[config.mk]
export PLATFORM = sky130hd
export DESIGN_NAME = sar_adc_sequencer_control
export DESIGN_NICKNAME = d
export VERILOG_FILES = /design/src/sar_adc_pkg.sv /design/src/sar_adc_sequencer_control.sv /design/src/sync_two_flop.sv /design/src/axil_reg_slave.sv
export VERILOG_INCLUDE_DIRS = /design/src
export SDC_FILE = /design/constraint.sdc
export NUM_CORES = 1
export LEC_CHECK = 0
export BUFFER_PORTS_ARGS = -buffer_cell sky130_fd_sc_hd__buf_2
export CAP_MARGIN = 15
export CELL_PAD_IN_SITES_DETAIL_PLACEMENT = 0
export CELL_PAD_IN_SITES_GLOBAL_PLACEMENT = 1
export CORE_MARGIN = 5
export CORE_UTILIZATION = 42
export CTS_CLUSTER_SIZE = 10
export DETAILED_ROUTE_END_ITERATION = 12
export PLACE_DENSITY_LB_ADDON = 0.2
export SLEW_MARGIN = 0
export SYNTH_ARGS = -nofsm -noshare
export SYNTH_HDL_FRONTEND = slang
export SYNTH_SLANG_ARGS = --single-unit
[constraint.sdc]
create_clock -name mclk -period 3.75 [get_ports mclk]
set_input_delay 0.375 -clock mclk [delete_from_list [all_inputs] [get_ports mclk]]
set_output_delay 0.375 -clock mclk [all_outputs]
set_load 0.05 [all_outputs]
[src/sar_adc_defs.svh]
// constants for the sar conversion sequencer
`ifndef SAR_ADC_DEFS_SVH
`define SAR_ADC_DEFS_SVH
// ==========================================================
// register byte offsets
`define OFS_MODE 8'h00
`define OFS_CHAN 8'h04
`define OFS_RESULT 8'h08
`define OFS_STATUS 8'h0C
`define OFS_MASK 8'h10
// ==========================================================
// field positions
`define MODE_EN_BIT 7
`define MODE_TSEL_HI 5
`define MODE_TSEL_LO 3
`define CHAN_HI 1
`define STAT_END_BIT 0
`define STAT_FIRST_BIT 1
// ==========================================================
// reset values and the approximation start value
`define MODE_RST 4'h0
`define CHAN_RST 2'h0
`define RESULT_RST 8'h00
`define MASK_RST 2'h0
`define APPROX_START 8'h80
// ==========================================================
// conversion time codes
`define TSEL_144 3'h0
`define TSEL_120 3'h1
`define TSEL_96 3'h2
`define TSEL_72 3'h4
`define TSEL_60 3'h5
`define TSEL_48 3'h6
// ==========================================================
// total, sampling and bit-slot lengths in mclk cycles
`define TOT_144 8'h90
`define TOT_120 8'h78
`define TOT_96 8'h60
`define TOT_72 8'h48
`define TOT_60 8'h3C
`define TOT_48 8'h30
`define SMP_144 8'h0E
`define SMP_120 8'h0C
`define SMP_96 8'h09
`define SMP_72 8'h07
`define SMP_60 8'h06
`define SMP_48 8'h05
`define BIT_144 8'h10
`define BIT_120 8'h0D
`define BIT_96 8'h0A
`define BIT_72 8'h08
`define BIT_60 8'h06
`define BIT_48 8'h05
// ==========================================================
// axi responses
`define RESP_OKAY 2'h0
`define RESP_SLVERR 2'h2
`endif

[src/sar_adc_pkg.sv]
// types shared by the sar conversion sequencer
`default_nettype none
package sar_adc_pkg;
  // ========================================================
  // mode register contents
  typedef struct packed {
    logic enable;
    logic [2:0] timeSel;
  } mode_t;
  // ========================================================
  // cycle counts for one conversion
  typedef struct packed {
    logic [7:0] total;
    logic [7:0] sample;
    logic [7:0] bitLen;
  } timing_t;
  // ========================================================
  // register access strobes from the bus slave
  typedef struct packed {
    logic valid;
    logic [7:0] addr;
    logic [31:0] data;
    logic [3:0] strb;
  } reg_wr_t;
  typedef struct packed {
    logic valid;
    logic [7:0] addr;
  } reg_rd_t;
  // ========================================================
  // sequencer states
  typedef enum logic [2:0] {
    ST_IDLE = 3'h1,
    ST_SAMPLE = 3'h2,
    ST_CONVERT = 3'h4
  } conv_state_t;
endpackage : sar_adc_pkg
`default_nettype wire

[src/sar_adc_sequencer_control.sv]
// sar converter sequencer with register file, interrupt and checks
//
// Overview of operation
// - All conversion activity stops while standby is requested.
// - A result read at conversion end completes first; new result stored afterwards.
// - A mode or channel write at conversion end wins: no result, no flag.
// - Channel writes leave the conversion-end flag alone; old completion may set it.
// - Sampling lasts about one tenth of the total conversion time.
// - First result after enabling is undefined and marked invalid.
// - Mode or channel writes may leave the result contents undefined.
// - Bits resolve from bit 7 down to 0; result latched, flag raised.
// - Conversions repeat back to back on the channel while enabled.
// - Mode or channel writes restart conversion; clearing enable stops it at once.
// - Time codes select 144, 120, 96, 72, 60 or 48 clock periods.
`default_nettype none
`include "sar_adc_defs.svh"
module sar_adc_sequencer_control #(
  parameter int ADDR_W = 8
) (
  // clock and reset
  input wire logic mclk,
  input wire logic rst,
  // axi4-lite register bus
  input wire logic awvalid,
  output logic awready,
  input wire logic [ADDR_W-1:0] awaddr,
  input wire logic wvalid,
  output logic wready,
  input wire logic [31:0] wdata,
  input wire logic [3:0] wstrb,
  output logic bvalid,
  input wire logic bready,
  output logic [1:0] bresp,
  input wire logic arvalid,
  output logic arready,
  input wire logic [ADDR_W-1:0] araddr,
  output logic rvalid,
  input wire logic rready,
  output logic [31:0] rdata,
  output logic [1:0] rresp,
  // analog front end
  input wire logic compAbove,
  output logic sampleOn,
  output logic [7:0] tapCode,
  output logic [1:0] chanSel,
  // power and interrupt
  input wire logic standbyReq,
  output logic conversionEndIrq
);
  import sar_adc_pkg::*;
  if (ADDR_W != 8) begin : g_bad_addr
    $error("sar_adc_sequencer_control: ADDR_W must be 8");
  end
  // ========================================================
  // declarations
  reg_wr_t wrReq;
  reg_rd_t rdReq;
  logic [31:0] rdData;
  logic rdErr, wrErr;
  logic compS, standbyS;
  mode_t mode_q;
  logic [1:0] chan_q;
  logic [7:0] result_q, pendRes_q, approx_q, cnt_q, slot_q;
  logic pendValid_q, pendFirst_q, flag_q, firstMark_q, firstPend_q, bitsDone_q;
  logic [1:0] mask_q;
  logic [2:0] bitIdx_q;
  conv_state_t state_q;
  timing_t tim;
  mode_t modeNew;
  logic modeWr, chanWr, cfgWr, rdResult, rdStatus, endConv, startConv;
  logic storeNow, storeFirst, lastSample;
  logic [7:0] storeVal;
  // ========================================================
  // bus slave and input synchronisers
  axil_reg_slave #(.ADDR_W(ADDR_W)) u_bus (
    .mclk(mclk), .rst(rst),
    .awvalid(awvalid), .awready(awready), .awaddr(awaddr),
    .wvalid(wvalid), .wready(wready), .wdata(wdata), .wstrb(wstrb),
    .bvalid(bvalid), .bready(bready), .bresp(bresp),
    .arvalid(arvalid), .arready(arready), .araddr(araddr),
    .rvalid(rvalid), .rready(rready), .rdata(rdata), .rresp(rresp),
    .wrReq(wrReq), .rdReq(rdReq), .rdData(rdData), .rdErr(rdErr), .wrErr(wrErr)
  );
  sync_two_flop #(.WIDTH(2)) u_sync (
    .mclk(mclk), .rst(rst),
    .asyncIn({compAbove, standbyReq}),
    .syncOut({compS, standbyS})
  );
  // ========================================================
  // timing lookup from the time code
  always_comb begin
    case (mode_q.timeSel)
      `TSEL_120: tim = '{total: `TOT_120, sample: `SMP_120, bitLen: `BIT_120};
      `TSEL_96: tim = '{total: `TOT_96, sample: `SMP_96, bitLen: `BIT_96};
      `TSEL_72: tim = '{total: `TOT_72, sample: `SMP_72, bitLen: `BIT_72};
      `TSEL_60: tim = '{total: `TOT_60, sample: `SMP_60, bitLen: `BIT_60};
      `TSEL_48: tim = '{total: `TOT_48, sample: `SMP_48, bitLen: `BIT_48};
      default: tim = '{total: `TOT_144, sample: `SMP_144, bitLen: `BIT_144};
    endcase
  end
  // ========================================================
  // address decode and access strobes
  always_comb begin
    modeWr = 1'b0;
    chanWr = 1'b0;
    wrErr = 1'b0;
    if (!wrReq.valid) begin
      wrErr = 1'b0;
    end else if (wrReq.addr == `OFS_MODE) begin
      modeWr = wrReq.strb[0];
    end else if (wrReq.addr == `OFS_CHAN) begin
      chanWr = wrReq.strb[0];
    end else if (wrReq.addr == `OFS_MASK) begin
      wrErr = 1'b0;
    end else if (wrReq.addr == `OFS_RESULT || wrReq.addr == `OFS_STATUS) begin
      wrErr = 1'b0;
    end else begin
      wrErr = 1'b1;
    end
  end
  always_comb begin
    rdData = 32'h0000_0000;
    rdErr = 1'b0;
    if (rdReq.addr == `OFS_MODE) begin
      rdData[`MODE_EN_BIT] = mode_q.enable;
      rdData[`MODE_TSEL_HI:`MODE_TSEL_LO] = mode_q.timeSel;
    end else if (rdReq.addr == `OFS_CHAN) begin
      rdData[`CHAN_HI:0] = chan_q;
    end else if (rdReq.addr == `OFS_RESULT) begin
      rdData[7:0] = result_q;
    end else if (rdReq.addr == `OFS_STATUS) begin
      rdData[`STAT_END_BIT] = flag_q;
      rdData[`STAT_FIRST_BIT] = firstMark_q;
    end else if (rdReq.addr == `OFS_MASK) begin
      rdData[1:0] = mask_q;
    end else begin
      rdErr = 1'b1;
    end
  end
  assign cfgWr = modeWr || chanWr;
  assign rdResult = rdReq.valid && rdReq.addr == `OFS_RESULT;
  assign rdStatus = rdReq.valid && rdReq.addr == `OFS_STATUS;
  assign modeNew = modeWr ? {wrReq.data[`MODE_EN_BIT],
                             wrReq.data[`MODE_TSEL_HI:`MODE_TSEL_LO]} : mode_q;
  assign endConv = state_q == ST_CONVERT && cnt_q == tim.total - 8'h01;
  assign lastSample = state_q == ST_SAMPLE && cnt_q == tim.sample - 8'h01;
  assign startConv = state_q == ST_IDLE && mode_q.enable && !standbyS;
  // ========================================================
  // control registers
  always_ff @(posedge mclk or posedge rst) begin
    if (rst) begin
      mode_q <= `MODE_RST;
      chan_q <= `CHAN_RST;
      mask_q <= `MASK_RST;
    end else begin
      if (modeWr) begin
        mode_q <= modeNew;
      end
      if (chanWr) begin
        chan_q <= wrReq.data[`CHAN_HI:0];
      end
      if (wrReq.valid && wrReq.addr == `OFS_MASK && wrReq.strb[0]) begin
        mask_q <= wrReq.data[1:0];
      end
    end
  end
  // ========================================================
  // sequencer state and cycle counter
  always_ff @(posedge mclk or posedge rst) begin
    if (rst) begin
      state_q <= ST_IDLE;
      cnt_q <= 8'h00;
    end else if (standbyS) begin
      state_q <= ST_IDLE;
      cnt_q <= 8'h00;
    end else if (cfgWr) begin
      state_q <= modeNew.enable ? ST_SAMPLE : ST_IDLE;
      cnt_q <= 8'h00;
    end else begin
      case (state_q)
        ST_IDLE: begin
          if (startConv) begin
            state_q <= ST_SAMPLE;
          end
          cnt_q <= 8'h00;
        end
        ST_SAMPLE: begin
          cnt_q <= 8'(cnt_q + 8'h01);
          if (lastSample) begin
            state_q <= ST_CONVERT;
          end
        end
        ST_CONVERT: begin
          if (endConv) begin
            state_q <= ST_SAMPLE;
            cnt_q <= 8'h00;
          end else begin
            cnt_q <= 8'(cnt_q + 8'h01);
          end
        end
        default: begin
          state_q <= ST_IDLE;
          cnt_q <= 8'h00;
        end
      endcase
    end
  end
  // ========================================================
  // successive approximation, msb first
  always_ff @(posedge mclk or posedge rst) begin
    if (rst) begin
      approx_q <= 8'h00;
      bitIdx_q <= 3'h7;
      slot_q <= 8'h00;
      bitsDone_q <= 1'b0;
    end else if (lastSample && !cfgWr && !standbyS) begin
      approx_q <= `APPROX_START;
      bitIdx_q <= 3'h7;
      slot_q <= tim.bitLen - 8'h01;
      bitsDone_q <= 1'b0;
    end else if (state_q == ST_CONVERT && !bitsDone_q) begin
      if (slot_q != 8'h00) begin
        slot_q <= 8'(slot_q - 8'h01);
      end else begin
        approx_q[bitIdx_q] <= compS;
        if (bitIdx_q != 3'h0) begin
          approx_q[3'(bitIdx_q - 3'h1)] <= 1'b1;
          bitIdx_q <= 3'(bitIdx_q - 3'h1);
          slot_q <= tim.bitLen - 8'h01;
        end else begin
          bitsDone_q <= 1'b1;
        end
      end
    end
  end
  // ========================================================
  // first-result marker
  always_ff @(posedge mclk or posedge rst) begin
    if (rst) begin
      firstPend_q <= 1'b0;
    end else if ((startConv && !cfgWr) ||
                 (cfgWr && modeNew.enable && state_q == ST_IDLE && !standbyS)) begin
      firstPend_q <= 1'b1;
    end else if (endConv && !cfgWr && !standbyS) begin
      firstPend_q <= 1'b0;
    end
  end
  // ========================================================
  // result store, deferred past a coinciding read
  assign storeNow = (endConv && !cfgWr && !standbyS && !rdResult) || pendValid_q;
  assign storeVal = pendValid_q ? pendRes_q : approx_q;
  assign storeFirst = pendValid_q ? pendFirst_q : firstPend_q;
  always_ff @(posedge mclk or posedge rst) begin
    if (rst) begin
      pendValid_q <= 1'b0;
      pendRes_q <= 8'h00;
      pendFirst_q <= 1'b0;
    end else begin
      pendValid_q <= endConv && !cfgWr && !standbyS && rdResult;
      pendRes_q <= approx_q;
      pendFirst_q <= firstPend_q;
    end
  end
  // config writes leave the stored result as it was, possibly stale
  always_ff @(posedge mclk or posedge rst) begin
    if (rst) begin
      result_q <= `RESULT_RST;
    end else if (storeNow) begin
      result_q <= storeVal;
    end
  end
  // ========================================================
  // sticky status, read clears, a new event wins
  always_ff @(posedge mclk or posedge rst) begin
    if (rst) begin
      flag_q <= 1'b0;
      firstMark_q <= 1'b0;
    end else begin
      if (storeNow) begin
        flag_q <= 1'b1;
      end else if (rdStatus) begin
        flag_q <= 1'b0;
      end
      if (storeNow && storeFirst) begin
        firstMark_q <= 1'b1;
      end else if (rdStatus) begin
        firstMark_q <= 1'b0;
      end
    end
  end
  // ========================================================
  // registered outputs
  always_ff @(posedge mclk or posedge rst) begin
    if (rst) begin
      conversionEndIrq <= 1'b0;
    end else begin
      conversionEndIrq <= |({firstMark_q, flag_q} & mask_q);
    end
  end
  assign sampleOn = state_q[1];
  assign tapCode = approx_q;
  assign chanSel = chan_q;
endmodule : sar_adc_sequencer_control
`default_nettype wire

[src/sync_two_flop.sv]
// two-flop synchroniser, one per bit
`default_nettype none
module sync_two_flop #(
  parameter int WIDTH = 1
) (
  // clock and reset
  input wire logic mclk,
  input wire logic rst,
  // data
  input wire logic [WIDTH-1:0] asyncIn,
  output logic [WIDTH-1:0] syncOut
);
  if (WIDTH < 1) begin : g_bad_width
    $error("sync_two_flop: WIDTH must be at least 1");
  end
  for (genvar i = 0; i < WIDTH; i++) begin : g_bit
    logic meta_q;
    logic stable_q;
    always_ff @(posedge mclk or posedge rst) begin
      if (rst) begin
        meta_q <= 1'b0;
        stable_q <= 1'b0;
      end else begin
        meta_q <= asyncIn[i];
        stable_q <= meta_q;
      end
    end
    assign syncOut[i] = stable_q;
  end
endmodule : sync_two_flop
`default_nettype wire

[src/axil_reg_slave.sv]
// axi4-lite slave turning bus accesses into register strobes
`default_nettype none
`include "sar_adc_defs.svh"
module axil_reg_slave #(
  parameter int ADDR_W = 8
) (
  // clock and reset
  input wire logic mclk,
  input wire logic rst,
  // axi4-lite
  input wire logic awvalid,
  output logic awready,
  input wire logic [ADDR_W-1:0] awaddr,
  input wire logic wvalid,
  output logic wready,
  input wire logic [31:0] wdata,
  input wire logic [3:0] wstrb,
  output logic bvalid,
  input wire logic bready,
  output logic [1:0] bresp,
  input wire logic arvalid,
  output logic arready,
  input wire logic [ADDR_W-1:0] araddr,
  output logic rvalid,
  input wire logic rready,
  output logic [31:0] rdata,
  output logic [1:0] rresp,
  // register side
  output sar_adc_pkg::reg_wr_t wrReq,
  output sar_adc_pkg::reg_rd_t rdReq,
  input wire logic [31:0] rdData,
  input wire logic rdErr,
  input wire logic wrErr
);
  import sar_adc_pkg::*;
  if (ADDR_W != 8) begin : g_bad_addr
    $error("axil_reg_slave: ADDR_W must be 8");
  end
  logic awHeld_q, wHeld_q, wrValid_q, rdValid_q;
  logic [7:0] awAddr_q, arAddr_q;
  logic [31:0] wData_q;
  logic [3:0] wStrb_q;
  // ========================================================
  // write address and data, taken in either order
  always_ff @(posedge mclk or posedge rst) begin
    if (rst) begin
      awready <= 1'b0;
      awHeld_q <= 1'b0;
      awAddr_q <= 8'h00;
    end else if (awvalid && awready) begin
      awready <= 1'b0;
      awHeld_q <= 1'b1;
      awAddr_q <= awaddr;
    end else if (bvalid && bready) begin
      awHeld_q <= 1'b0;
      awready <= 1'b1;
    end else if (!awHeld_q) begin
      awready <= 1'b1;
    end
  end
  always_ff @(posedge mclk or posedge rst) begin
    if (rst) begin
      wready <= 1'b0;
      wHeld_q <= 1'b0;
      wData_q <= 32'h0000_0000;
      wStrb_q <= 4'h0;
    end else if (wvalid && wready) begin
      wready <= 1'b0;
      wHeld_q <= 1'b1;
      wData_q <= wdata;
      wStrb_q <= wstrb;
    end else if (bvalid && bready) begin
      wHeld_q <= 1'b0;
      wready <= 1'b1;
    end else if (!wHeld_q) begin
      wready <= 1'b1;
    end
  end
  // ========================================================
  // write strobe and response
  always_ff @(posedge mclk or posedge rst) begin
    if (rst) begin
      wrValid_q <= 1'b0;
      bvalid <= 1'b0;
      bresp <= `RESP_OKAY;
    end else begin
      wrValid_q <= awHeld_q && wHeld_q && !bvalid && !wrValid_q;
      if (wrValid_q) begin
        bvalid <= 1'b1;
        bresp <= wrErr ? `RESP_SLVERR : `RESP_OKAY;
      end else if (bvalid && bready) begin
        bvalid <= 1'b0;
      end
    end
  end
  // ========================================================
  // read address, strobe and data
  always_ff @(posedge mclk or posedge rst) begin
    if (rst) begin
      arready <= 1'b0;
      rdValid_q <= 1'b0;
      arAddr_q <= 8'h00;
      rvalid <= 1'b0;
      rdata <= 32'h0000_0000;
      rresp <= `RESP_OKAY;
    end else begin
      rdValid_q <= arvalid && arready;
      if (arvalid && arready) begin
        arready <= 1'b0;
        arAddr_q <= araddr;
      end else if (rvalid && rready) begin
        rvalid <= 1'b0;
        arready <= 1'b1;
      end else if (!rvalid && !rdValid_q && !arready) begin
        arready <= 1'b1;
      end
      if (rdValid_q) begin
        rvalid <= 1'b1;
        rdata <= rdData;
        rresp <= rdErr ? `RESP_SLVERR : `RESP_OKAY;
      end
    end
  end
  assign wrReq = '{valid: wrValid_q, addr: awAddr_q, data: wData_q, strb: wStrb_q};
  assign rdReq = '{valid: rdValid_q, addr: arAddr_q};
endmodule : axil_reg_slave
`default_nettype wire

==> run metrics, run 1 <==
Synth Area in XOR/XNOR=0.03172; Top Ports=114; Rows=41; Net Sw Frac=0.3424; commonest non-fill, non-tap cell in the layout=dfrtp_1; # diodes=0; metal2 WL=5506 µm; PortBufs=58; Final Hold Fails=0; Synth Flop Type=dfrtp_1; CP Max Fanout=9; synth top area cells=dfrtp_1 47%, mux2_2 6.1%, buf_4 3.5%, nand2_1 3.2%, nor2_1 3.2%; Combinational Power Share=0.261; Reg2Reg Setup Slack=0.44 ns; top cell type's share of synthesized area=0.4668; Compound-Gate Fraction of Synth Area=0.1366; PwrDens=570.6 nW/µm²; vias in the first global route=4,018; Post-layout nets=667; Synth Area in Simple Gates=0.1629; maximum clock path buffer count=2; Least-Margin Pin Slew=0.8388 ns; Pint=2333 µW; Resized cells post-CTS=0; r2r worst-path depth=13; post-route ant nets=0; crit path DAT=3.55 ns; CTS Buf Count=9; clk sinks=107; core area=12,770 µm²; critical path data required time=3.99 ns; initial drt markers=292; reg-to-reg startpoint=mode_q[1]; Total Wirelength=11,620 µm; initial antenna violation count=0; die area=15,540 µm²; Seq/Total Area, Yosys=0.4858; Max-Cap Viols=0; Reg power frac=0.448; Mapped Cells=539; Vias=3,992; first-pass GRT wire length=20,070 µm; H-tree depth=3; leading area contributor after synthesis=dfrtp_1; DP HPWL=8588 µm; CTS tree=yes; pin count of the biggest net entering global routing=69; startpoint types=flop; RSZ-0062 raised after global routing=no; clk_lat worst skew=0.35 ns; mean number of vias per cell=5.171; Worst Setup End Kind=flop; Slew headroom=0.4408; global route overflow=0; post-route non-filler standard cell count=772; WHS Path Cells=1; fillers=1,200; uppermost layer routed=met4; clock period minus worst slack=3.314 ns; largest family of logic cells by synthesized area=simple AND/OR/NAND/NOR gates; hold path start=standbyReq; hold crit path type=primary input to flop; syn_area_per_cell=10.24 µm²; Hold WS=0.1322 ns; Post-Syn Area=5522 µm²; status=finished clean; Clock Skew=0.006233 ns; placed cell count=756; Max VDD drop=0.2431 mV; TNS Setup=0 ns; WL/cell=15.05 µm; highest clock rate=0.3018 GHz; Clock Power Share=0.291; DRC viols=0; YS warnings=0; FFs w/ async S/R, synth=1.000; GP Congestion=0.8291; CTS Hold Bufs=0; most frequent cells in the layout=103 x dfrtp_1, 58 x buf_2, 47 x nor2_1, 47 x nand2_1, 30 x mux2_2; drt first pass iters=5; EDFF count, synth=0; final setup vio count=0; adder-cell share of the synthesized area=0.02674; clock slew at reported path FFs=0.07 ns; chip height=124.7 µm; fraction of layout cells with a size suffix above 1=0.2150; Starting Density=0.4323; Post-CTS Setup Inserts=0; Die X=124.7 µm; root buffer cell=clkbuf_16; CP Class=flop to flop; leak pwr=0.002857 µW; P&R area growth vs syn=12.60%; R2R Path End=slot_q[0]; fin. max-slew vios=0; post-synth cell types=73; WL met1=5249 µm; met3 routed WL=672 µm; #FFs+latches synth=107; mux cell area share after synthesis=0.09019; fin crit share=0.8836; GR Util All Layers=0.1542; hold worst-path end=u_sync.g_bit[0].meta_q; P_sw=1215 µW
[critical path, stage by stage (launching register included)]
cell      delay, ns
dfrtp_1        0.51
inv_1          0.17
ha_1           0.35
nand2b_1       0.17
and3_1         0.26
nor3b_1        0.22
ha_1           0.28
xnor2_1        0.13
nor3_1         0.17
nand4_1        0.20
nor4_4         0.25
buf_4          0.22
mux2i_1        0.20
nor2_1         0.07
[cells in the mapped netlist (3+ instances only)]
cell / number
a211oi_1: 4
a21oi_1: 28
a22oi_1: 6
a311oi_1: 3
a31oi_1: 6
and2_1: 4
and3_1: 4
buf_2: 4
buf_4: 26
clkbuf_1: 12
dfrtp_1: 103
dfstp_2: 4
ha_1: 11
inv_1: 17
mux2_2: 30
mux2i_1: 16
nand2_1: 47
nand2b_1: 15
nand3_1: 8
nand4_1: 3
nor2_1: 47
nor2b_1: 4
nor3_1: 18
nor4_1: 5
o21ai_0: 20
o21ai_1: 4
o22a_1: 4
o22ai_1: 8
or3_1: 6
xnor2_1: 12
xor2_1: 8
[stage by stage]
stage	area, µm²	setup WS [ns]	utilization	total power, µW
after floorplan	5615	0.5644	-	2338
after global placement	5891	0.4663	0.4612	2513
after detailed placement	5891	0.3968	0.4612	2546
after CTS	6217	0.3906	0.4867	3596
after global routing	6217	0.02744	0.4867	3758
final	6217	0.4365	0.4867	3548
[power by group through the flow]
stage | Clock, µW | Combinational [µW] | Sequential [µW]
floorplan | 0 | 597 | 1740
global placement | 0 | 915 | 1600
detailed placement | 0 | 934 | 1610
CTS | 1070 | 936 | 1590
global route | 1110 | 1020 | 1630
finish | 1030 | 926 | 1590
[layer usage]
layer | global-route usage | up-vias
met3 | 0.04031 | 15
met5 | 0 | -
met1 | 0.2091 | 1905
met4 | 0.04707 | 0
li1 | - | 1970
met2 | 0.2427 | 102
[final cells by class]
class                      count  area [µm²]  share of cell area
sequential                   107        2683              0.4315
clock inverter                 5       83.83             0.01348
inverter                      18       70.07             0.01127
timing repair buffer          66       350.3             0.05635
tap                          172       215.2             0.03461
multi-input combinational    393        2572              0.4138
clock buffer                  11       242.7             0.03904
[sequential cells by signal, indices dropped and copies added (netlist names), 2 cells and up]
| register | cells |
|---|---|
| u_bus.awAddr_q | 8 |
| u_bus.arAddr_q | 8 |
| mode_q | 4 |
| u_sync.g_bit.stable_q | 2 |
| cnt_q | 8 |
| u_bus.rdata | 8 |
| state_q | 3 |
| pendRes_q | 8 |
| tapCode | 8 |
| u_sync.g_bit.meta_q | 2 |
| mask_q | 2 |
| chanSel | 2 |
| result_q | 8 |
| slot_q | 8 |
| bitIdx_q | 3 |
| u_bus.wData_q | 6 |
[how the worst max path moves through the flow]
stage	depth (start not counted)	end	from
floorplan	1	bitsDone_q	rst
global placement	13	slot_q[0]	mode_q[1]
detailed placement	13	slot_q[6]	mode_q[1]
CTS	13	slot_q[0]	mode_q[1]
global route	13	slot_q[6]	mode_q[1]
finish	13	slot_q[0]	mode_q[1]
[logic make-up after synthesis]
kind of cell,count (synthesis)
adder cells (fa/ha/maj),12
buffers and inverters,64
other,1
XOR/XNOR,20
AND/OR/NAND/NOR,177
flip-flops,107
multiplexers,46
AO/OA/AOI/OAI,112
(Power assumes the default switching activity.)
==> inputs of run 2 (changes only) <==
- RECOVER_POWER: not set -> 100
- SLEW_MARGIN: 0 -> not set
==> run metrics, run 2 (synthesis gave the netlist of run 1 again) <==
fin crit share=0.8863; failing checks=max-capacitance violations, max-slew violations; Worst Setup End Kind=flop; CTS tree=yes; TNS Setup=0 ns; Resized cells post-CTS=0; Top Ports=114; final setup vio count=0; highest clock rate=0.3009 GHz; commonest non-fill, non-tap cell in the layout=dfrtp_1; P&R area growth vs syn=11.31%; post-route ant nets=0; first-pass GRT wire length=20,070 µm; hold crit path type=primary input to flop; critical path data required time=3.99 ns; post-route non-filler standard cell count=772; area of the multi-input gates=2550 µm²; maximum clock path buffer count=2; root buffer cell=clkbuf_16; core area=12,770 µm²; DP HPWL=8588 µm; drt first pass iters=4; mean number of vias per cell=5.130; Slew headroom=-0.6966; initial drt markers=296; Total Wirelength=11,700 µm; register area=2683 µm²; CP startpoint=mode_q[1]; final setup margin=0.4262 ns; Starting Density=0.4323; clock slew at reported path FFs=0.07 ns; chip height=124.7 µm; crit path DAT=3.56 ns; Max VDD drop=0.2433 mV; CTS Hold Bufs=0; status=complete, but fails checks; Die X=124.7 µm; H-tree depth=3; global route overflow=0; Post-layout nets=667; Rows=41; CTS Buf Count=9; GR Util All Layers=0.1542; placed cell count=756; die area=15,540 µm²; RSZ-0062 raised after global routing=no; reg-to-reg startpoint=mode_q[1]; leak pwr=0.002744 µW; pin count of the biggest net entering global routing=69; Max-Cap Viols=1; hold path start=standbyReq; Post-CTS Setup Inserts=0; CP Max Fanout=9; Clock Skew=0.006262 ns; initial antenna violation count=0; uppermost layer routed=met4; WL met1=5405 µm; # diodes=0; PortBufs=58; startpoint types=flop; Least-Margin Pin Slew=2.542 ns; Placement Cell Area=5891 µm²; metal2 WL=5554 µm; clk sinks=107; fin. max-slew vios=69; WL/cell=15.16 µm; DRC viols=0; post-route cell area=6146 µm²; clk_lat worst skew=0.35 ns; GP Congestion=0.8291; fillers=1,215; Vias=3,960; PwrDens=573.8 nW/µm²; most frequent cells in the layout=103 x dfrtp_1, 47 x nor2_1, 47 x nand2_1, 31 x buf_2; Final Hold Fails=0; met3 routed WL=594 µm; fraction of layout cells with a size suffix above 1=0.1583; vias in the first global route=4,018; clock period minus worst slack=3.324 ns; dpl ws=0.3968 ns; CP Class=flop to flop
## run 2: cell count changes in the layout (fill, tap and decap cells not counted), sizes merged
| cell | change |
|---|---|
| buf | -31 |
| clkbuf | +31 |
## run 2: cell type report
| class | count | area share |
|---|---|---|
| multi-input cells | 393 | 0.4149 |
| clock buffers | 11 | 0.03950 |
| clock inverters | 5 | 0.01364 |
| repair buffers | 66 | 0.04947 |
| flip-flops and latches | 107 | 0.4365 |
| well taps | 172 | 0.03502 |
| inverters | 18 | 0.01099 |
## run 2: metrics by stage
stage            util  power (µW)  hold slack (ns)
4_1_cts        0.4867        3596           0.1130
3_5_place_dp   0.4612        2546           0.3347
5_1_grt        0.4811        3733           0.1157
6_report       0.4811        3527           0.1324
3_3_place_gp   0.4612        2513           0.3334
2_1_floorplan       -        2338           0.3312
## run 2: power breakdown
group | switching [µW] | internal (µW) | leakage, µW
registers | 206 | 1380 | 0.00138
logic | 582 | 324 | 0.00121
clock network | 426 | 606 | 0.000152
total | 1210 | 2310 | 0.00274
## run 2: worst paths after layout
kind                                       endpoint  slack [ns]  cells after the start
setup / recovery                          slot_q[0]        0.43                     13
hold / removal               u_sync.g_bit[0].meta_q        0.13                      1
setup reg to reg                          slot_q[0]        0.43                     13
hold reg to reg            u_sync.g_bit[0].stable_q        0.35                      0
max in group asynchronous               bitIdx_q[0]        1.18                      3
min in group asynchronous         u_bus.arAddr_q[3]        0.90                      2
## run 2: per-layer routing
layer	vias to the layer above	GRT usage
met5	-	0
met4	0	0.04707
met3	13	0.04031
met2	82	0.2427
met1	1893	0.2091
li1	1972	-
## run 2: worst max-delay path: stages (launching register included)
cell and delay [ns]:
dfrtp_1 0.50, inv_1 0.16, ha_1 0.35, nand2b_1 0.18, and3_1 0.26, nor3b_1 0.22, ha_1 0.28, xnor2_1 0.13
nor3_1 0.19, nand4_1 0.21, nor4_4 0.25, buf_4 0.22, mux2i_1 0.20, nor2_1 0.07
